## src/hw/eeprom_slave_pkg.sv

```systemverilog
// constants, field layouts and state encoding for the two-wire eeprom slave front end
package eeprom_slave_pkg;

	// ----------------------------------------------------------------
	// identity
	// ----------------------------------------------------------------
	// device-type code; value is arbitrary
	localparam logic [3:0] DEV_TYPE_CODE = 4'h6;

	// ----------------------------------------------------------------
	// widths and geometry
	// ----------------------------------------------------------------
	localparam int DATA_W     = 8;
	localparam int PAGE_W     = 8;
	localparam int BYTE_W     = 5;
	localparam int ADDR_W     = PAGE_W + BYTE_W;
	localparam int FIFO_W     = PAGE_W + BYTE_W + DATA_W;
	localparam int FIFO_DEPTH = 8;
	localparam int CNT_W      = 4;
	localparam logic [CNT_W-1:0] BITS_PER_BYTE = 4'h8;

	// ----------------------------------------------------------------
	// slave address byte fields
	// ----------------------------------------------------------------
	localparam int TYPE_MSB = 7;
	localparam int TYPE_LSB = 4;
	localparam int SEL_MSB  = 3;
	localparam int SEL_LSB  = 1;
	localparam int DIR_BIT  = 0;
	localparam logic DIR_READ = 1'b1;

	// ----------------------------------------------------------------
	// word address fields
	// ----------------------------------------------------------------
	localparam int HI_PAGE_MSB = 4;
	localparam int LO_PAGE_MSB = 7;
	localparam int LO_PAGE_LSB = 5;
	localparam int LO_BYTE_MSB = 4;

	// ----------------------------------------------------------------
	// block protect codes and reset values
	// ----------------------------------------------------------------
	localparam logic [1:0] BP_NONE    = 2'h0;
	localparam logic [1:0] BP_QUARTER = 2'h1;
	localparam logic [1:0] BP_HALF    = 2'h2;
	localparam logic [1:0] BP_ALL     = 2'h3;
	localparam logic       WEL_RST    = 1'b0;
	localparam logic       LOCK_RST   = 1'b0;
	localparam logic [1:0] BP_RST     = 2'h0;

	typedef enum logic [2:0] {
		ST_IDLE, ST_DEV, ST_AHI, ST_ALO, ST_WDAT, ST_ACK, ST_TX, ST_RACK
	} link_state_t;

endpackage

```

## src/hw/data_fifo.sv

```systemverilog
// flip-flop fifo with valid/ready on both sides
`timescale 1ns/10ps
module data_fifo #(
	parameter int WIDTH = 8,
	parameter int DEPTH = 8
) (
	input  wire logic             clk,       // system clock
	input  wire logic             rst,       // async reset, high
	input  wire logic             in_valid,  // write request
	output logic                  in_ready,  // space available
	input  wire logic [WIDTH-1:0] in_data,   // write word
	output logic                  out_valid, // word available
	input  wire logic             out_ready, // reader takes word
	output logic      [WIDTH-1:0] out_data   // head word
);
	localparam int AW = $clog2(DEPTH);
	localparam logic [AW:0] FULL_CNT = (AW+1)'(DEPTH);
	localparam logic [AW-1:0] LAST_IDX = AW'(DEPTH - 1);

	logic [WIDTH-1:0] mem_r [DEPTH];
	logic [AW-1:0]    wr_ptr_r;
	logic [AW-1:0]    rd_ptr_r;
	logic [AW:0]      cnt_r;
	wire              push = in_valid & in_ready;
	wire              pop  = out_valid & out_ready;

	assign in_ready  = (cnt_r != FULL_CNT);
	assign out_valid = (cnt_r != '0);
	assign out_data  = mem_r[rd_ptr_r];

	always_ff @(posedge clk or posedge rst) begin
		if (rst) begin
			wr_ptr_r <= '0;
			rd_ptr_r <= '0;
			cnt_r    <= '0;
		end else begin
			if (push)
				wr_ptr_r <= (wr_ptr_r == LAST_IDX) ? '0 : wr_ptr_r + 1'b1;
			if (pop)
				rd_ptr_r <= (rd_ptr_r == LAST_IDX) ? '0 : rd_ptr_r + 1'b1;
			if (push & ~pop)
				cnt_r <= cnt_r + 1'b1;
			else if (pop & ~push)
				cnt_r <= cnt_r - 1'b1;
		end
	end

	// storage needs no reset; occupancy is tracked by the counter
	always_ff @(posedge clk) begin
		if (push)
			mem_r[wr_ptr_r] <= in_data;
	end

endmodule

```

## src/hw/eeprom_two_wire_slave.sv

```systemverilog
// two-wire eeprom slave front end: framing, addressing, acknowledge and write gating
`timescale 1ns/10ps
module eeprom_two_wire_slave (
	input  wire logic        clk,                // system clock, 125 MHz
	input  wire logic        rst,                // async reset, high
	input  wire logic        scl_pin,            // serial clock from master
	input  wire logic        sda_pin_i,          // serial data line level
	output logic             sda_pin_o,          // serial data output value
	output logic             sda_pin_oe,         // high while pulling data low
	input  wire logic        select_pin_0,       // device select pin 0
	input  wire logic        select_pin_1,       // device select pin 1
	input  wire logic        select_pin_2,       // device select pin 2
	input  wire logic        write_protect_pin,  // hardware write protect pin
	input  wire logic        nv_busy,            // nonvolatile cycle running
	input  wire logic        wel_set,            // set write-enable latch
	input  wire logic        wel_clr,            // clear write-enable latch
	input  wire logic        prot_wr,            // request protect bits update
	input  wire logic [1:0]  prot_bp,            // new block-protect value
	input  wire logic        prot_lock,          // new lock-enable value
	output logic             write_enable_latch, // latch state
	output logic             protect_lock_enable,// lock state
	output logic             block_protect_bit0, // block-protect bit 0
	output logic             block_protect_bit1, // block-protect bit 1
	output logic             prot_refused,       // protect update refused, pulse
	output logic             wr_valid,           // write byte available
	input  wire logic        wr_ready,           // write byte taken
	output logic [7:0]       wr_page,            // page of write byte
	output logic [4:0]       wr_byte,            // byte within page
	output logic [7:0]       wr_data,            // write byte value
	output logic             wr_dropped,         // byte dropped, latch clear or region protected, pulse
	output logic [12:0]      rd_addr,            // address of next read byte
	input  wire logic [7:0]  rd_data,            // array content at rd_addr
	output logic             rd_req,             // read byte consumed, pulse
	output logic             link_active         // addressed and in a transfer
);

	// ----------------------------------------------------------------
	// input synchronisers
	// ----------------------------------------------------------------
	logic       scl_s1_r;
	logic       scl_s2_r;
	logic       scl_d_r;
	logic       sda_s1_r;
	logic       sda_s2_r;
	logic       sda_d_r;
	logic [2:0] sel_s1_r;
	logic [2:0] sel_s2_r;
	logic       wp_s1_r;
	logic       wp_s2_r;

	// only the second stage and its delayed copy feed any logic
	always_ff @(posedge clk or posedge rst) begin
		if (rst) begin
			scl_s1_r <= 1'b1;
			scl_s2_r <= 1'b1;
			scl_d_r  <= 1'b1;
			sda_s1_r <= 1'b1;
			sda_s2_r <= 1'b1;
			sda_d_r  <= 1'b1;
			sel_s1_r <= 3'h0;
			sel_s2_r <= 3'h0;
			wp_s1_r  <= 1'b0;
			wp_s2_r  <= 1'b0;
		end else begin
			scl_s1_r <= scl_pin;
			scl_s2_r <= scl_s1_r;
			scl_d_r  <= scl_s2_r;
			sda_s1_r <= sda_pin_i;
			sda_s2_r <= sda_s1_r;
			sda_d_r  <= sda_s2_r;
			sel_s1_r <= {select_pin_2, select_pin_1, select_pin_0};
			sel_s2_r <= sel_s1_r;
			wp_s1_r  <= write_protect_pin;
			wp_s2_r  <= wp_s1_r;
		end
	end

	// ----------------------------------------------------------------
	// line events
	// ----------------------------------------------------------------
	wire scl_rise  = scl_s2_r & ~scl_d_r;
	wire scl_fall  = ~scl_s2_r & scl_d_r;
	wire scl_high  = scl_s2_r & scl_d_r;
	// data edges with clock steady high are framing, not data
	wire start_det = scl_high & sda_d_r & ~sda_s2_r;
	wire stop_det  = scl_high & ~sda_d_r & sda_s2_r;

	// ----------------------------------------------------------------
	// protection state
	// ----------------------------------------------------------------
	logic       wel_r;
	logic       lock_r;
	logic [1:0] bp_r;
	logic       prot_refused_r;

	// region guarded by the block-protect code, counted from the top
	function automatic logic region_locked(input logic [1:0] bp, input logic [12:0] a);
		logic hit;
		hit = 1'b0;
		unique case (bp)
			eeprom_slave_pkg::BP_NONE:    hit = 1'b0;
			eeprom_slave_pkg::BP_QUARTER: hit = (a[12:11] == 2'h3);
			eeprom_slave_pkg::BP_HALF:    hit = a[12];
			eeprom_slave_pkg::BP_ALL:     hit = 1'b1;
		endcase
		return hit;
	endfunction

	// pin high with lock set freezes the protect bits
	wire hw_protect   = wp_s2_r & lock_r;
	wire prot_take    = prot_wr & wel_r & ~hw_protect;
	wire prot_reject  = prot_wr & ~prot_take;

	always_ff @(posedge clk or posedge rst) begin
		if (rst) begin
			wel_r          <= eeprom_slave_pkg::WEL_RST;
			lock_r         <= eeprom_slave_pkg::LOCK_RST;
			bp_r           <= eeprom_slave_pkg::BP_RST;
			prot_refused_r <= 1'b0;
		end else begin
			if (wel_set)
				wel_r <= 1'b1;
			else if (wel_clr)
				wel_r <= 1'b0;
			if (prot_take) begin
				bp_r   <= prot_bp;
				lock_r <= prot_lock;
			end
			prot_refused_r <= prot_reject;
		end
	end

	assign write_enable_latch  = wel_r;
	assign protect_lock_enable = lock_r;
	assign block_protect_bit0  = bp_r[0];
	assign block_protect_bit1  = bp_r[1];
	assign prot_refused        = prot_refused_r;

	// ----------------------------------------------------------------
	// link state
	// ----------------------------------------------------------------
	eeprom_slave_pkg::link_state_t state_r, state_nxt, follow_r, follow_nxt;
	logic [3:0]  cnt_r, cnt_nxt;
	logic [7:0]  shift_r, shift_nxt;
	logic [7:0]  hi_r, hi_nxt;
	logic [12:0] addr_r, addr_nxt;
	logic        drive_low_r, drive_low_nxt;
	logic        mack_r, mack_nxt;
	logic        rd_req_r;
	logic        wr_dropped_r;

	wire         byte_done  = (cnt_r == eeprom_slave_pkg::BITS_PER_BYTE);
	wire         rx_state   = (state_r == eeprom_slave_pkg::ST_DEV) |
	                          (state_r == eeprom_slave_pkg::ST_AHI) |
	                          (state_r == eeprom_slave_pkg::ST_ALO) |
	                          (state_r == eeprom_slave_pkg::ST_WDAT);
	wire         rx_sample  = rx_state & scl_rise & ~byte_done;
	wire         rx_decide  = rx_state & scl_fall & byte_done;

	// slave address decode
	wire [3:0]   type_bits  = shift_r[eeprom_slave_pkg::TYPE_MSB:eeprom_slave_pkg::TYPE_LSB];
	wire [2:0]   sel_bits   = shift_r[eeprom_slave_pkg::SEL_MSB:eeprom_slave_pkg::SEL_LSB];
	wire         dir_read   = (shift_r[eeprom_slave_pkg::DIR_BIT] == eeprom_slave_pkg::DIR_READ);
	wire         dev_match  = (type_bits == eeprom_slave_pkg::DEV_TYPE_CODE) &
	                          (sel_bits == sel_s2_r);
	wire         addr_ack   = dev_match & ~nv_busy;

	// page from high byte and top of low byte, byte from the rest
	wire [7:0]   page_sel   = {hi_r[eeprom_slave_pkg::HI_PAGE_MSB:0],
	                           shift_r[eeprom_slave_pkg::LO_PAGE_MSB:eeprom_slave_pkg::LO_PAGE_LSB]};
	wire [4:0]   byte_sel   = shift_r[eeprom_slave_pkg::LO_BYTE_MSB:0];

	// incoming data byte: space in the buffer decides the acknowledge
	logic        fifo_in_ready;
	wire         wdat_end   = (state_r == eeprom_slave_pkg::ST_WDAT) & rx_decide;
	wire         wr_allowed = wel_r & ~region_locked(bp_r, addr_r);
	wire         fifo_push  = wdat_end & fifo_in_ready & wr_allowed;
	wire         drop_byte  = wdat_end & fifo_in_ready & ~wr_allowed;
	// write pointer wraps inside the current page
	wire [4:0]   byte_inc   = addr_r[4:0] + 5'h01;

	// a new byte is loaded after the address ack or after a master ack
	wire         load_tx    = scl_fall &
	                          (((state_r == eeprom_slave_pkg::ST_ACK) &
	                            (follow_r == eeprom_slave_pkg::ST_TX)) |
	                           ((state_r == eeprom_slave_pkg::ST_RACK) & mack_r));

	always_comb begin
		state_nxt     = state_r;
		follow_nxt    = follow_r;
		cnt_nxt       = cnt_r;
		shift_nxt     = shift_r;
		hi_nxt        = hi_r;
		addr_nxt      = addr_r;
		drive_low_nxt = drive_low_r;
		mack_nxt      = mack_r;
		if (stop_det) begin
			state_nxt     = eeprom_slave_pkg::ST_IDLE;
			drive_low_nxt = 1'b0;
		end else if (start_det) begin
			state_nxt     = eeprom_slave_pkg::ST_DEV;
			cnt_nxt       = 4'h0;
			drive_low_nxt = 1'b0;
		end else begin
			unique case (state_r)
				eeprom_slave_pkg::ST_IDLE: begin
					drive_low_nxt = 1'b0;
				end
				eeprom_slave_pkg::ST_DEV, eeprom_slave_pkg::ST_AHI,
				eeprom_slave_pkg::ST_ALO, eeprom_slave_pkg::ST_WDAT: begin
					if (rx_sample) begin
						shift_nxt = {shift_r[6:0], sda_s2_r};
						cnt_nxt   = cnt_r + 4'h1;
					end else if (rx_decide) begin
						// ack is asserted just after the eighth falling edge
						drive_low_nxt = 1'b1;
						state_nxt     = eeprom_slave_pkg::ST_ACK;
						unique case (state_r)
							eeprom_slave_pkg::ST_DEV: begin
								follow_nxt = dir_read ? eeprom_slave_pkg::ST_TX
								                      : eeprom_slave_pkg::ST_AHI;
								if (!addr_ack) begin
									drive_low_nxt = 1'b0;
									state_nxt     = eeprom_slave_pkg::ST_IDLE;
								end
							end
							eeprom_slave_pkg::ST_AHI: begin
								hi_nxt     = shift_r;
								follow_nxt = eeprom_slave_pkg::ST_ALO;
							end
							eeprom_slave_pkg::ST_ALO: begin
								addr_nxt   = {page_sel, byte_sel};
								follow_nxt = eeprom_slave_pkg::ST_WDAT;
							end
							default: begin
								follow_nxt = eeprom_slave_pkg::ST_WDAT;
								addr_nxt   = {addr_r[12:5], byte_inc};
								if (!fifo_in_ready) begin
									// full buffer: withhold ack and return to idle
									drive_low_nxt = 1'b0;
									state_nxt     = eeprom_slave_pkg::ST_IDLE;
									addr_nxt      = addr_r;
								end
							end
						endcase
					end
				end
				eeprom_slave_pkg::ST_ACK: begin
					if (scl_fall) begin
						drive_low_nxt = 1'b0;
						cnt_nxt       = 4'h0;
						state_nxt     = follow_r;
					end
				end
				eeprom_slave_pkg::ST_TX: begin
					if (scl_fall) begin
						if (byte_done) begin
							drive_low_nxt = 1'b0;
							state_nxt     = eeprom_slave_pkg::ST_RACK;
						end else begin
							drive_low_nxt = ~shift_r[6];
							shift_nxt     = {shift_r[6:0], 1'b0};
							cnt_nxt       = cnt_r + 4'h1;
						end
					end
				end
				eeprom_slave_pkg::ST_RACK: begin
					if (scl_rise)
						mack_nxt = ~sda_s2_r;
					else if (scl_fall && !mack_r) begin
						drive_low_nxt = 1'b0;
						state_nxt     = eeprom_slave_pkg::ST_IDLE;
					end
				end
			endcase
			if (load_tx) begin
				// first bit goes out on the same falling edge that ends the ack
				shift_nxt     = rd_data;
				drive_low_nxt = ~rd_data[7];
				cnt_nxt       = 4'h1;
				state_nxt     = eeprom_slave_pkg::ST_TX;
				mack_nxt      = 1'b0;
				addr_nxt      = addr_r + 13'h0001;
			end
		end
	end

	always_ff @(posedge clk or posedge rst) begin
		if (rst) begin
			state_r      <= eeprom_slave_pkg::ST_IDLE;
			follow_r     <= eeprom_slave_pkg::ST_IDLE;
			cnt_r        <= 4'h0;
			shift_r      <= 8'h00;
			hi_r         <= 8'h00;
			addr_r       <= 13'h0000;
			drive_low_r  <= 1'b0;
			mack_r       <= 1'b0;
			rd_req_r     <= 1'b0;
			wr_dropped_r <= 1'b0;
		end else begin
			state_r      <= state_nxt;
			follow_r     <= follow_nxt;
			cnt_r        <= cnt_nxt;
			shift_r      <= shift_nxt;
			hi_r         <= hi_nxt;
			addr_r       <= addr_nxt;
			drive_low_r  <= drive_low_nxt;
			mack_r       <= mack_nxt;
			rd_req_r     <= load_tx;
			wr_dropped_r <= drop_byte;
		end
	end

	// ----------------------------------------------------------------
	// pins and user side
	// ----------------------------------------------------------------
	// never drives high and never touches the clock line
	assign sda_pin_o   = 1'b0;
	assign sda_pin_oe  = drive_low_r;
	assign rd_addr     = addr_r;
	assign rd_req      = rd_req_r;
	assign wr_dropped  = wr_dropped_r;
	assign link_active = (state_r != eeprom_slave_pkg::ST_IDLE) &
	                     (state_r != eeprom_slave_pkg::ST_DEV);

	logic [eeprom_slave_pkg::FIFO_W-1:0] fifo_out;

	data_fifo #(
		.WIDTH (eeprom_slave_pkg::FIFO_W),
		.DEPTH (eeprom_slave_pkg::FIFO_DEPTH)
	) u_wr_fifo (
		.clk       (clk),
		.rst       (rst),
		.in_valid  (fifo_push),
		.in_ready  (fifo_in_ready),
		.in_data   ({addr_r, shift_r}),
		.out_valid (wr_valid),
		.out_ready (wr_ready),
		.out_data  (fifo_out)
	);

	assign wr_page = fifo_out[20:13];
	assign wr_byte = fifo_out[12:8];
	assign wr_data = fifo_out[7:0];

endmodule

```

## config.mk

```make
export PLATFORM = sky130hd
export DESIGN_NAME = eeprom_two_wire_slave
export DESIGN_NICKNAME = d
export VERILOG_FILES = /design/src/hw/eeprom_slave_pkg.sv /design/src/hw/data_fifo.sv /design/src/hw/eeprom_two_wire_slave.sv
export SDC_FILE = /design/constraint.sdc
export NUM_CORES = 1
export LEC_CHECK = 0
export BUFFER_PORTS_ARGS = -buffer_cell sky130_fd_sc_hd__buf_2
export CORE_ASPECT_RATIO = 0.75
export CORE_MARGIN = 5
export CORE_UTILIZATION = 38
export CTS_BUF_LIST = sky130_fd_sc_hd__clkbuf_8 sky130_fd_sc_hd__clkbuf_16
export CTS_CLUSTER_DIAMETER = 100
export DETAILED_ROUTE_END_ITERATION = 8
export GPL_ROUTABILITY_DRIVEN = 0
export GPL_TIMING_DRIVEN = 0
export SLEW_MARGIN = 25
export SYNTH_ARGS = -nofsm -noshare
export SYNTH_HDL_FRONTEND = slang
export SYNTH_SLANG_ARGS = --single-unit
```

## constraint.sdc

```tcl
create_clock -name clk -period 8.5 [get_ports clk]
set_input_delay 1.7 -clock clk [delete_from_list [all_inputs] [get_ports clk]]
set_output_delay 1.7 -clock clk [all_outputs]
set_load 0.02 [all_outputs]
```

==> results of run 1 <==
[cells in the final DEF (no fill, tap or decap), types with 8 or more instances in the layout]
cell	Yosys	final
dfrtp_1	63	63
nor2_1	31	29
clkbuf_1	13	13
nand2b_1	8	8
mux2_2	44	44
inv_1	11	15
nand3_1	16	16
edfxtp_1	168	168
buf_2	9	76
clkbuf_16	0	24
nand2_1	59	59
ha_1	10	10
mux4_2	42	42
a21oi_1	18	18
buf_4	2	20
o21ai_0	22	22
[state kept, by name (all words and copies together), names as in the netlist, 2 cells and up]
register,count
cnt_r,4
u_wr_fifo.wr_ptr_r,3
rd_addr,13
state_r,3
hi_r,5
u_wr_fifo.cnt_r,4
u_wr_fifo.mem_r,168
follow_r,3
bp_r,2
shift_r,8
sel_s2_r,3
u_wr_fifo.rd_ptr_r,3
sel_s1_r,3
[worst min path at each step]
stage	slack (ps)	depth (start not counted)	to	from
after global routing	350	0	wp_s2_r$_DFF_PP0_	wp_s1_r$_DFF_PP0_
final	350	0	wp_s2_r$_DFF_PP0_	wp_s1_r$_DFF_PP0_
after detailed placement	330	0	wp_s2_r$_DFF_PP0_	wp_s1_r$_DFF_PP0_
after global placement	330	0	wp_s2_r$_DFF_PP0_	wp_s1_r$_DFF_PP0_
after floorplan	330	0	sel_s2_r[0]$_DFF_PP0_	sel_s1_r[0]$_DFF_PP0_
after CTS	350	0	wp_s2_r$_DFF_PP0_	wp_s1_r$_DFF_PP0_
[through the flow]
step | setup WS, ps | power [mW]
after floorplan | 4963 | 2.301
after global placement | 3171 | 2.601
after detailed placement | 4496 | 2.648
after CTS | 3939 | 3.614
after global routing | 3792 | 3.768
final | 4012 | 3.569
[where the power goes]
group	leakage, nW	internal, mW	switching [mW]
clock	0.374	0.528	0.428
combinational	1.60	0.492	0.587
sequential	2.43	1.38	0.159
total	4.40	2.40	1.17
[cell families after synthesis]
family / after synthesis
multiplexers: 90
flip-flops: 237
adder cells (fa/ha/maj): 11
buffers and inverters: 39
XOR/XNOR: 9
AO/OA/AOI/OAI: 76
other: 1
AND/OR/NAND/NOR: 157
[layer usage]
layer  global-route usage, %  share of wire [%]  up-vias
li1                        -                  -     2620
met1                   21.32                 44     2969
met2                   24.93                 48      196
met3                   2.573                5.7       33
met4                   2.807                1.6        0
met5                       0                  0        -
[layout make-up]
| type | instances | area, um^2 |
|---|---|---|
| tap | 344 | 430.4 |
| clock inverter | 19 | 115.1 |
| multi-input combinational | 344 | 3072 |
| timing repair buffer | 88 | 545.5 |
| sequential | 237 | 6779 |
| inverter | 12 | 47.55 |
| clock buffer | 25 | 614.3 |
| buffer | 27 | 127.6 |
| fill | 2281 | 14180 |
==> results.py, run 1 <==
metrics = {
    "outcome": {
        "outcome": "completed",
    },
    "yosys": {
        "ys_top_cells_by_area": "edfxtp_1 (51%), dfrtp_1 (16%), mux4_2 (9.5%), mux2_2 (5.0%), nand2_1 (2.2%)",
        "yosysWarnings": 0,
        "seq_area_frac_synth_pct": 67.94,
        "syn-num-nets": 655,
        "synth_ff_type": "edfxtp_1",
        "syn_inst": 620,
        "yosys.area_share.adder_pct": 1.455,
        "synth_top_family_by_area": "multiplexers",
        "synth-simple-area-share_pct": 8.100,
        "avgSynthCellArea_um2": 16.09,
        "netlist_area_mm2": 0.009978,
        "synth_area_leader_cell": "edfxtp_1",
        "synthMuxAreaShare_pct": 14.86,
        "ys_ff_latch": 237,
        "ys_top_cells_by_count": "edfxtp_1 (168), dfrtp_1 (63), nand2_1 (59)",
        "async_flop_share_pct": 29.11,
        "yosysMostFrequentCell": "edfxtp_1",
        "yosys.area.top_type_share_pct": 50.56,
        "synth-xor-area-share_pct": 0.7900,
        "synth_compound_area_share_pct": 5.091,
        "synthDistinctLibCells": 64,
        "synth_edf_count": 168,
    },
    "power_and_ir_drop": {
        "peakVddDrop_mv": 0.1773,
        "power.density_mw_per_mm2": 304.3,
        "leakagePower_nw": 4.396,
    },
    "job": {
        "maxCapViolations": 0,
    },
    "clock_tree": {
        "postCtsSetupRepairBufs": 0,
        "hold_buffers": 0,
        "clock_sinks": 237,
        "cts_tree": "built",
        "clockBufferDepth": 3,
        "root_buffer": "clkbuf_16",
        "htreeDepth": 1,
        "post_cts_resized": 0,
        "cts.clk_slew.worst_paths_ps": 60,
        "numCtsBuffers": 24,
        "clk_latency_ps": 520,
    },
    "worst_setup_path": {
        "worstReg2RegEnd": "u_wr_fifo.cnt_r[3]$_DFFE_PP0P_",
        "critPathLaunch": "u_wr_fifo.rd_ptr_r[0]$_DFFE_PP0P_",
        "crit_path_max_incr_delay_ps": 560,
        "crit_type": "reg2out",
        "cp.depth": 5,
        "endpoint_kind": "output pin",
        "ff2ff_path_depth": 15,
        "worst_ep_required_time_ps": 6800,
        "cp_data_arrival_time_ps": 2790,
        "r2r-start": "cnt_r[0]$_DFFE_PP0P_",
        "critPathMaxFanout": 10,
        "cpMostUsedCell": "buf_2",
        "crit_family": "buffers and inverters",
        "cp-endpoint": "wr_data[0]",
        "path_buf_inv": 3,
        "slowest_stage": "mux4_2",
        "r2r_setup_slack_ps": 5320,
        "crit_chain": "clkbuf_1, buf_2, mux4_2, mux2_2, buf_2",
        "start_kind": "flop",
    },
    "placed_design": {
        "dpl.hpwl_um": 15620,
        "dpl.cell_count": 1052,
        "numPortBuffers": 67,
        "dpl_cell_area_mm2": 0.01100,
    },
    "timing": {
        "final-hold-violation-count": 0,
        "period_minus_slack_ps": 4488,
        "fin_skew_ps": 19.57,
        "slew_headroom_pct": 47.06,
        "max_clock_freq_mhz": 222.8,
        "finalSetupTns_ps": 0,
        "period_share_pct": 52.80,
        "rsz0062_at_grt": "false",
        "worst_pin_slew_ps": 794.1,
        "maxSlewViolCount": 0,
        "setup_viol": 0,
        "whs_ps": 346.9,
    },
    "finish": {
        "area_growth_pct": 17.57,
        "layout-drive-gt1-share_pct": 33.38,
        "fin_cells": 1096,
        "postLayoutCellArea_mm2": 0.01173,
        "diodes": 0,
        "num-nets-final": 769,
        "final_core_util_pct": 45.28,
    },
    "detailed_routing": {
        "vias": 5818,
        "wl_per_cell_um": 20.12,
        "drtAntennaViolNets": 0,
        "viasPerCell": 5.308,
        "route.detailed.drc": 0,
        "dr.pass1.iters": 5,
        "routed_wl_um": 22050,
        "drtIter0Drc": 377,
    },
    "floorplanning": {
        "core_area_mm2": 0.02591,
        "rows": 51,
        "initial_utilization_pct": 38.52,
        "pin_count": 69,
        "die_area_mm2": 0.02963,
        "fp.dieH_um": 150.3,
        "die_x_um": 197.1,
    },
    "global_routing": {
        "grt_pass1_wl_um": 34660,
        "grt_pass1_vias": 6011,
        "grt_max_degree": 42,
        "antenna_found_initial": 0,
        "overflow": 0,
        "groute.usage.overall_pct": 15.03,
    },
    "hold_path": {
        "hp-class": "reg2reg",
    },
}
No activity file was read; power rests on OpenSTA's default activity.
==> run 2, diff against run 1 <==
--- a/config.mk
+++ b/config.mk
@@ -5,6 +5,7 @@
 export SDC_FILE = /design/constraint.sdc
 export NUM_CORES = 1
 export LEC_CHECK = 0
+export ABC_AREA = 1
 export BUFFER_PORTS_ARGS = -buffer_cell sky130_fd_sc_hd__buf_2
 export CORE_ASPECT_RATIO = 0.75
 export CORE_MARGIN = 5
==> constraint.sdc (replaced) <==
create_clock -name clk -period 3.6 [get_ports clk]
set_input_delay 0.72 -clock clk [delete_from_list [all_inputs] [get_ports clk]]
set_output_delay 0.72 -clock clk [all_outputs]
set_load 0.02 [all_outputs]
==> run 2 against run 1 <==
  * Clock power grew to 2.6 times the previous value
  * Clock skew grew 7.5 ps
  * Combinational power grew to 2.8 times the previous value
  * Die area grew 2.5%
  * Wire length grew 22%
  * Worst hold slack lost 150 ps
  * Largest power group unchanged
==> results.py, run 2 <==
metrics = {
    "timing": {
        "period_minus_slack_ps": 3411,
        "slew_headroom_pct": 44.37,
        "max_clock_freq_mhz": 293.2,
        "worst_pin_slew_ps": 834.5,
        "fin_skew_ps": 27.11,
        "setup_ws_ps": 188.9,
        "maxSlewViolCount": 0,
        "finalSetupTns_ps": 0,
        "setup_viol": 0,
        "period_share_pct": 94.75,
        "rsz0062_at_grt": "true",
        "final-hold-violation-count": 0,
    },
    "clock_tree": {
        "postCtsSetupRepairBufs": 0,
        "clock_sinks": 237,
        "numCtsBuffers": 24,
        "clk_latency_ps": 540,
        "post_cts_resized": 0,
        "root_buffer": "clkbuf_16",
        "cts_tree": "built",
        "clockBufferDepth": 3,
        "hold_buffers": 0,
        "cts.clk_slew.worst_paths_ps": 60,
        "htreeDepth": 1,
    },
    "worst_setup_path": {
        "cp_data_arrival_time_ps": 2690,
        "endpoint_kind": "output pin",
        "crit_type": "reg2out",
        "crit_path_max_incr_delay_ps": 490,
        "start_kind": "flop",
        "critPathLaunch": "u_wr_fifo.rd_ptr_r[0]$_DFFE_PP0P_",
        "slowest_stage": "clkbuf_1",
        "worst_ep_required_time_ps": 2880,
        "crit_chain": "inv_1, buf_2, clkbuf_1, nor2_1, o22ai_1, nor2_1, a31oi_1, buf_2",
        "r2r-start": "cnt_r[0]$_DFFE_PP0P_",
        "critPathMaxFanout": 10,
    },
    "finish": {
        "regMostFlops": "u_wr_fifo.mem_r",
        "largest_reg_flops": 168,
        "final_cell_mix": "nor2_1 (181), edfxtp_1 (168), nand2_1 (144)",
        "diodes": 0,
        "final_common_cell": "nor2_1",
        "fin_cells": 1451,
        "final_core_util_pct": 45.09,
        "postLayoutCellArea_mm2": 0.01206,
        "num-nets-final": 1117,
        "area_growth_pct": 17.76,
        "n_fill_cell": 2504,
        "layout-drive-gt1-share_pct": 15.45,
    },
    "outcome": {
        "outcome": "completed",
    },
    "yosys": {
        "async_flop_share_pct": 29.11,
        "ys_top_cells_by_area": "edfxtp_1 (49%), dfrtp_1 (15%), nor2_1 (6.6%), o21ai_0 (6.3%), nand2_1 (5.3%)",
        "syn_inst": 966,
        "ys_top_cells_by_count": "nor2_1 (181), edfxtp_1 (168), nand2_1 (144)",
        "netlist_area_mm2": 0.01024,
        "syn-num-nets": 1001,
        "synth_ff_type": "edfxtp_1",
        "synth_area_leader_cell": "edfxtp_1",
        "avgSynthCellArea_um2": 10.60,
        "yosysMostFrequentCell": "nor2_1",
        "synthDistinctLibCells": 46,
        "ys_ff_latch": 237,
        "synth_edf_count": 168,
        "yosys.area.top_type_share_pct": 49.27,
        "yosysWarnings": 0,
        "seq_area_frac_synth_pct": 66.21,
    },
    "global_routing": {
        "overflow": 0,
        "met3_usage_pct": 3.404,
        "top_usage_layer": "met1",
        "groute.usage.overall_pct": 17.48,
        "grt_max_degree": 40,
        "grtUsageMet2_pct": 26.29,
        "grt_util_met1_pct": 26.84,
        "grt_pass1_vias": 7229,
        "grt_pass1_wl_um": 41630,
        "antenna_found_initial": 0,
    },
    "placed_design": {
        "numPortBuffers": 67,
        "dpl.hpwl_um": 18500,
        "preCtsSetupSlack_ps": 130.9,
        "dpl_cell_area_mm2": 0.01126,
        "dpl.cell_count": 1407,
    },
    "detailed_routing": {
        "route.detailed.drc": 0,
        "wl_per_cell_um": 18.56,
        "viasPerCell": 5.125,
        "vias": 7437,
        "dr.pass1.iters": 5,
        "drtAntennaViolNets": 0,
        "routed_wl_um": 26940,
        "drtIter0Drc": 625,
    },
    "power_and_ir_drop": {
        "power.density_mw_per_mm2": 740.5,
        "peakVddDrop_mv": 0.4968,
        "leakagePower_nw": 4.805,
    },
    "floorplanning": {
        "pin_count": 69,
        "rows": 52,
        "die_area_mm2": 0.03036,
        "initial_utilization_pct": 38.29,
        "fp.dieH_um": 152.2,
        "core_area_mm2": 0.02674,
        "die_x_um": 199.5,
    },
    "hold_path": {
        "hp-class": "in2async",
    },
    "job": {
        "maxCapViolations": 0,
    },
}
[run 2: cell types whose count changed after synthesis, sizes merged, moves of 7 or more]
cell    before  now
nor2        31  182
o21ai       25  137
nand2       60  151
inv         12   62
mux2        45    0
mux4        42    0
nand3       16   48
o22ai        1   21
clkbuf      13   31
a31oi        6   23
a21oi       18   10
nand2b       8    0
nor3         8   15
[run 2: layout make-up]
type	instances	area, um^2	area share (%)
multi-input combinational	626	3080	25.55
clock buffer	25	614.3	5.095
sequential	237	6779	56.23
tap	351	439.2	3.643
timing repair buffer	90	543.0	4.504
clock inverter	19	165.2	1.370
inverter	63	246.5	2.044
buffer	40	188.9	1.567
[run 2: worst max-delay path, delay by kind of cell (launching register included)]
kind | cells | cell delay [ps]
AO/OA/AOI/OAI | 2 | 510
buffers and inverters | 4 | 1100
flip-flops | 1 | 420
AND/OR/NAND/NOR | 2 | 140
[run 2: through the flow]
stage	hold slack [ps]	total power [mW]
6_report	201.1	8.927
5_1_grt	234.0	9.438
4_1_cts	201.1	8.977
3_5_place_dp	339.6	6.491
3_3_place_gp	337.5	6.419
2_1_floorplan	331.2	5.388
[run 2: power breakdown]
group / total [mW] / switching (mW) / internal (mW)
Sequential: 3.40 / 0.243 / 3.15
Combinational: 3.05 / 2.13 / 0.924
Clock: 2.48 / 1.04 / 1.44
[run 2: final timing paths]
check	to	slack [ps]	cells after the start
max in group asynchronous	shift_r[2]$_DFFE_PP0P_	2850	3
worst min-delay path	wp_s1_r$_DFF_PP0_	200	2
worst min register to register	sel_s2_r[0]$_DFF_PP0_	350	0
min in group clk	scl_s1_r$_DFF_PP1_	300	1
worst max-delay path	wr_data[0]	190	8
worst max register to register	u_wr_fifo.mem_r[7][13]$_DFFE_PP_	410	11
[run 2: logic make-up after synthesis]
family	after synthesis	share of synthesized area (%)
AOI/OAI and AO/OA	200	10.69
xor gates and xnor gates	11	0.9410
adders and majority gates	11	1.418
buffers and inverters	103	4.155
and+or+nand+nor	403	16.55
other	1	0.03663
DFF	237	66.21
[run 2: per-layer routing]
metal | up-vias | part of all wire (%)
met1 | 3569 | 48
met4 | 0 | 1.5
met5 | - | 0
met3 | 31 | 7.2
met2 | 256 | 44
li1 | 3581 | -
==> run 3, diff against run 2 <==
--- a/config.mk
+++ b/config.mk
@@ -7,7 +7,6 @@
 export LEC_CHECK = 0
 export ABC_AREA = 1
 export BUFFER_PORTS_ARGS = -buffer_cell sky130_fd_sc_hd__buf_2
-export CORE_ASPECT_RATIO = 0.75
 export CORE_MARGIN = 5
 export CORE_UTILIZATION = 38
 export CTS_BUF_LIST = sky130_fd_sc_hd__clkbuf_8 sky130_fd_sc_hd__clkbuf_16
==> constraint.sdc (replaced) <==
create_clock -name clk -period 3.6 [get_ports clk]
set_input_delay 0.9 -clock clk [delete_from_list [all_inputs] [get_ports clk]]
set_output_delay 0.9 -clock clk [all_outputs]
set_load 0.02 [all_outputs]
==> run 3 against run 2 <==
  * Sequential share of layout area did not move
  * Critical path depth shrank 1
  * Clock skew down 15 ps
  * Via count is 1.1% lower
  * Wire length fell by 4.7%
  * Clock power is 2% higher
  * Final cell count is 0.62% lower
  * Global-route usage shrank 0.67 points
==> results.py, run 3 (synthesized netlist as in run 2, its figures left out) <==
metrics = {
    "finish": {
        "multi_input_area_mm2": 0.003074,
        "num-nets-final": 1119,
        "seq_area_mm2": 0.006779,
        "diodes": 0,
        "final_common_cell": "nor2_1",
        "regMostFlops": "u_wr_fifo.mem_r",
        "n_fill_cell": 2541,
        "final_cell_mix": "nor2_1 (181), edfxtp_1 (168), nand2_1 (144)",
        "area_growth_pct": 17.76,
        "largest_reg_flops": 168,
        "layout-drive-gt1-share_pct": 16.44,
    },
    "floorplanning": {
        "die_area_mm2": 0.03033,
        "core_area_mm2": 0.02673,
        "die_x_um": 174.1,
        "rows": 60,
        "pin_count": 69,
        "fp.dieH_um": 174.1,
        "initial_utilization_pct": 38.31,
    },
    "worst_setup_path": {
        "endpoint_kind": "output pin",
        "crit_chain": "clkbuf_1, clkbuf_2, nor2_1, nor2_1, o21ai_0, a31oi_1, buf_2",
        "crit_type": "reg2out",
        "cp_data_arrival_time_ps": 2500,
        "cpMostUsedCell": "nor2_1",
        "ff2ff_path_depth": 10,
        "slowest_stage": "dfrtp_1",
        "crit_path_max_incr_delay_ps": 400,
        "critPathMaxFanout": 10,
        "start_kind": "flop",
        "worst_ep_required_time_ps": 2700,
    },
    "global_routing": {
        "antenna_found_initial": 0,
        "groute.usage.overall_pct": 16.81,
        "grt_max_degree": 41,
        "grt_pass1_wl_um": 40430,
        "grt_pass1_vias": 7243,
        "overflow": 0,
    },
    "placed_design": {
        "dpl.hpwl_um": 17820,
        "preCtsSetupSlack_ps": 490.1,
        "numPortBuffers": 67,
    },
    "detailed_routing": {
        "routed_wl_um": 25670,
        "viasPerCell": 5.098,
        "drtIter0Drc": 652,
        "drtAntennaViolNets": 0,
        "dr.pass1.iters": 7,
        "wl_per_cell_um": 17.80,
        "vias": 7352,
        "route.detailed.drc": 0,
    },
    "timing": {
        "setup_ws_ps": 202.1,
        "period_minus_slack_ps": 3398,
        "slew_headroom_pct": 53.84,
        "setup_viol": 0,
        "whs_ps": 347.9,
        "final-hold-violation-count": 0,
        "max_clock_freq_mhz": 294.3,
        "fin_skew_ps": 11.67,
        "maxSlewViolCount": 0,
        "rsz0062_at_grt": "true",
        "finalSetupTns_ps": 0,
        "period_share_pct": 94.39,
        "worst_pin_slew_ps": 688.6,
    },
    "hold_path": {
        "hold_depth": 0,
        "hp-class": "reg2reg",
    },
    "power_and_ir_drop": {
        "power.density_mw_per_mm2": 735.5,
        "p_total_mw": 8.868,
        "leakagePower_nw": 4.802,
        "peakVddDrop_mv": 0.3660,
    },
    "clock_tree": {
        "numCtsBuffers": 26,
        "clk_latency_ps": 530,
        "clock_sinks": 237,
        "cts_tree": "built",
        "hold_buffers": 0,
        "htreeDepth": 1,
        "root_buffer": "clkbuf_16",
        "cts.clk_slew.worst_paths_ps": 60,
        "clockBufferDepth": 3,
    },
    "outcome": {
        "outcome": "completed",
    },
    "job": {
        "maxCapViolations": 0,
    },
}
-- run 3: cell types whose count changed in the layout (fill, tap and decap cells not counted), sizes merged --
cell and delta:
clkinv +1, inv -3, clkinvlp +2, clkbuf +2
bufinv -1
-- run 3: through the flow --
stage / area, um^2 / std cells / utilization [%]
floorplan: 10240 / 966 / -
global placement: 11000 / 1374 / 41.16
detailed placement: 11230 / 1397 / 42.03
CTS: 12050 / 1442 / 45.07
global route: 12060 / 1442 / 45.11
finish: 12060 / 1442 / 45.11
-- run 3: power by group --
part,leakage (nW),switching [mW],internal [mW],total [mW]
logic,1.97,2.03,0.927,2.96
registers,2.42,0.237,3.15,3.39
clock network,0.409,1.05,1.47,2.52
total,4.80,3.32,5.55,8.87
-- run 3: final timing paths --
| check | endpoint | startpoint | slack (ps) |
|---|---|---|---|
| worst min register to register | wp_s2_r$_DFF_PP0_ | wp_s1_r$_DFF_PP0_ | 350 |
| worst max register to register | u_wr_fifo.mem_r[4][2]$_DFFE_PP_ | cnt_r[0]$_DFFE_PP0P_ | 590 |
| worst min-delay path | wp_s2_r$_DFF_PP0_ | wp_s1_r$_DFF_PP0_ | 350 |
| max in group asynchronous | shift_r[3]$_DFFE_PP0P_ | rst | 2640 |
| min in group asynchronous | write_enable_latch$_DFFE_PP0P_ | rst | 420 |
| worst max-delay path | wr_data[1] | u_wr_fifo.rd_ptr_r[0]$_DFFE_PP0P_ | 200 |
-- run 3: repair_timing --
| action | CTS | global route |
|---|---|---|
| gates resized for setup | 1 | 18 |
| setup buffers | 0 | 0 |
| setup endpoints to repair | 1 | 19 |
-- run 3: per-layer routing --
layer	GRT usage, %	up-vias	share of wire [%]
li1	-	3572	-
met2	28.46	205	49
met5	0	-	0
met1	22.45	3526	43
met3	2.697	49	5.4
met4	4.982	0	3.0
-- run 3: layout make-up --
type	instances	share of cell area, %
plain buffers	40	1.609
clock buffers	27	5.511
repair buffers	90	4.348
well taps	341	3.539
flip-flops and latches	237	56.23
multi-input cells	626	25.50
inverters	63	2.044
clock inverters	18	1.225
-- run 3: critical path, delay by kind of cell, from the launching register on --
kind / cells / cell delay [ps]
AO/OA/AOI/OAI: 2 / 460
buffers and inverters: 3 / 950
flip-flops: 1 / 400
AND/OR/NAND/NOR: 2 / 160
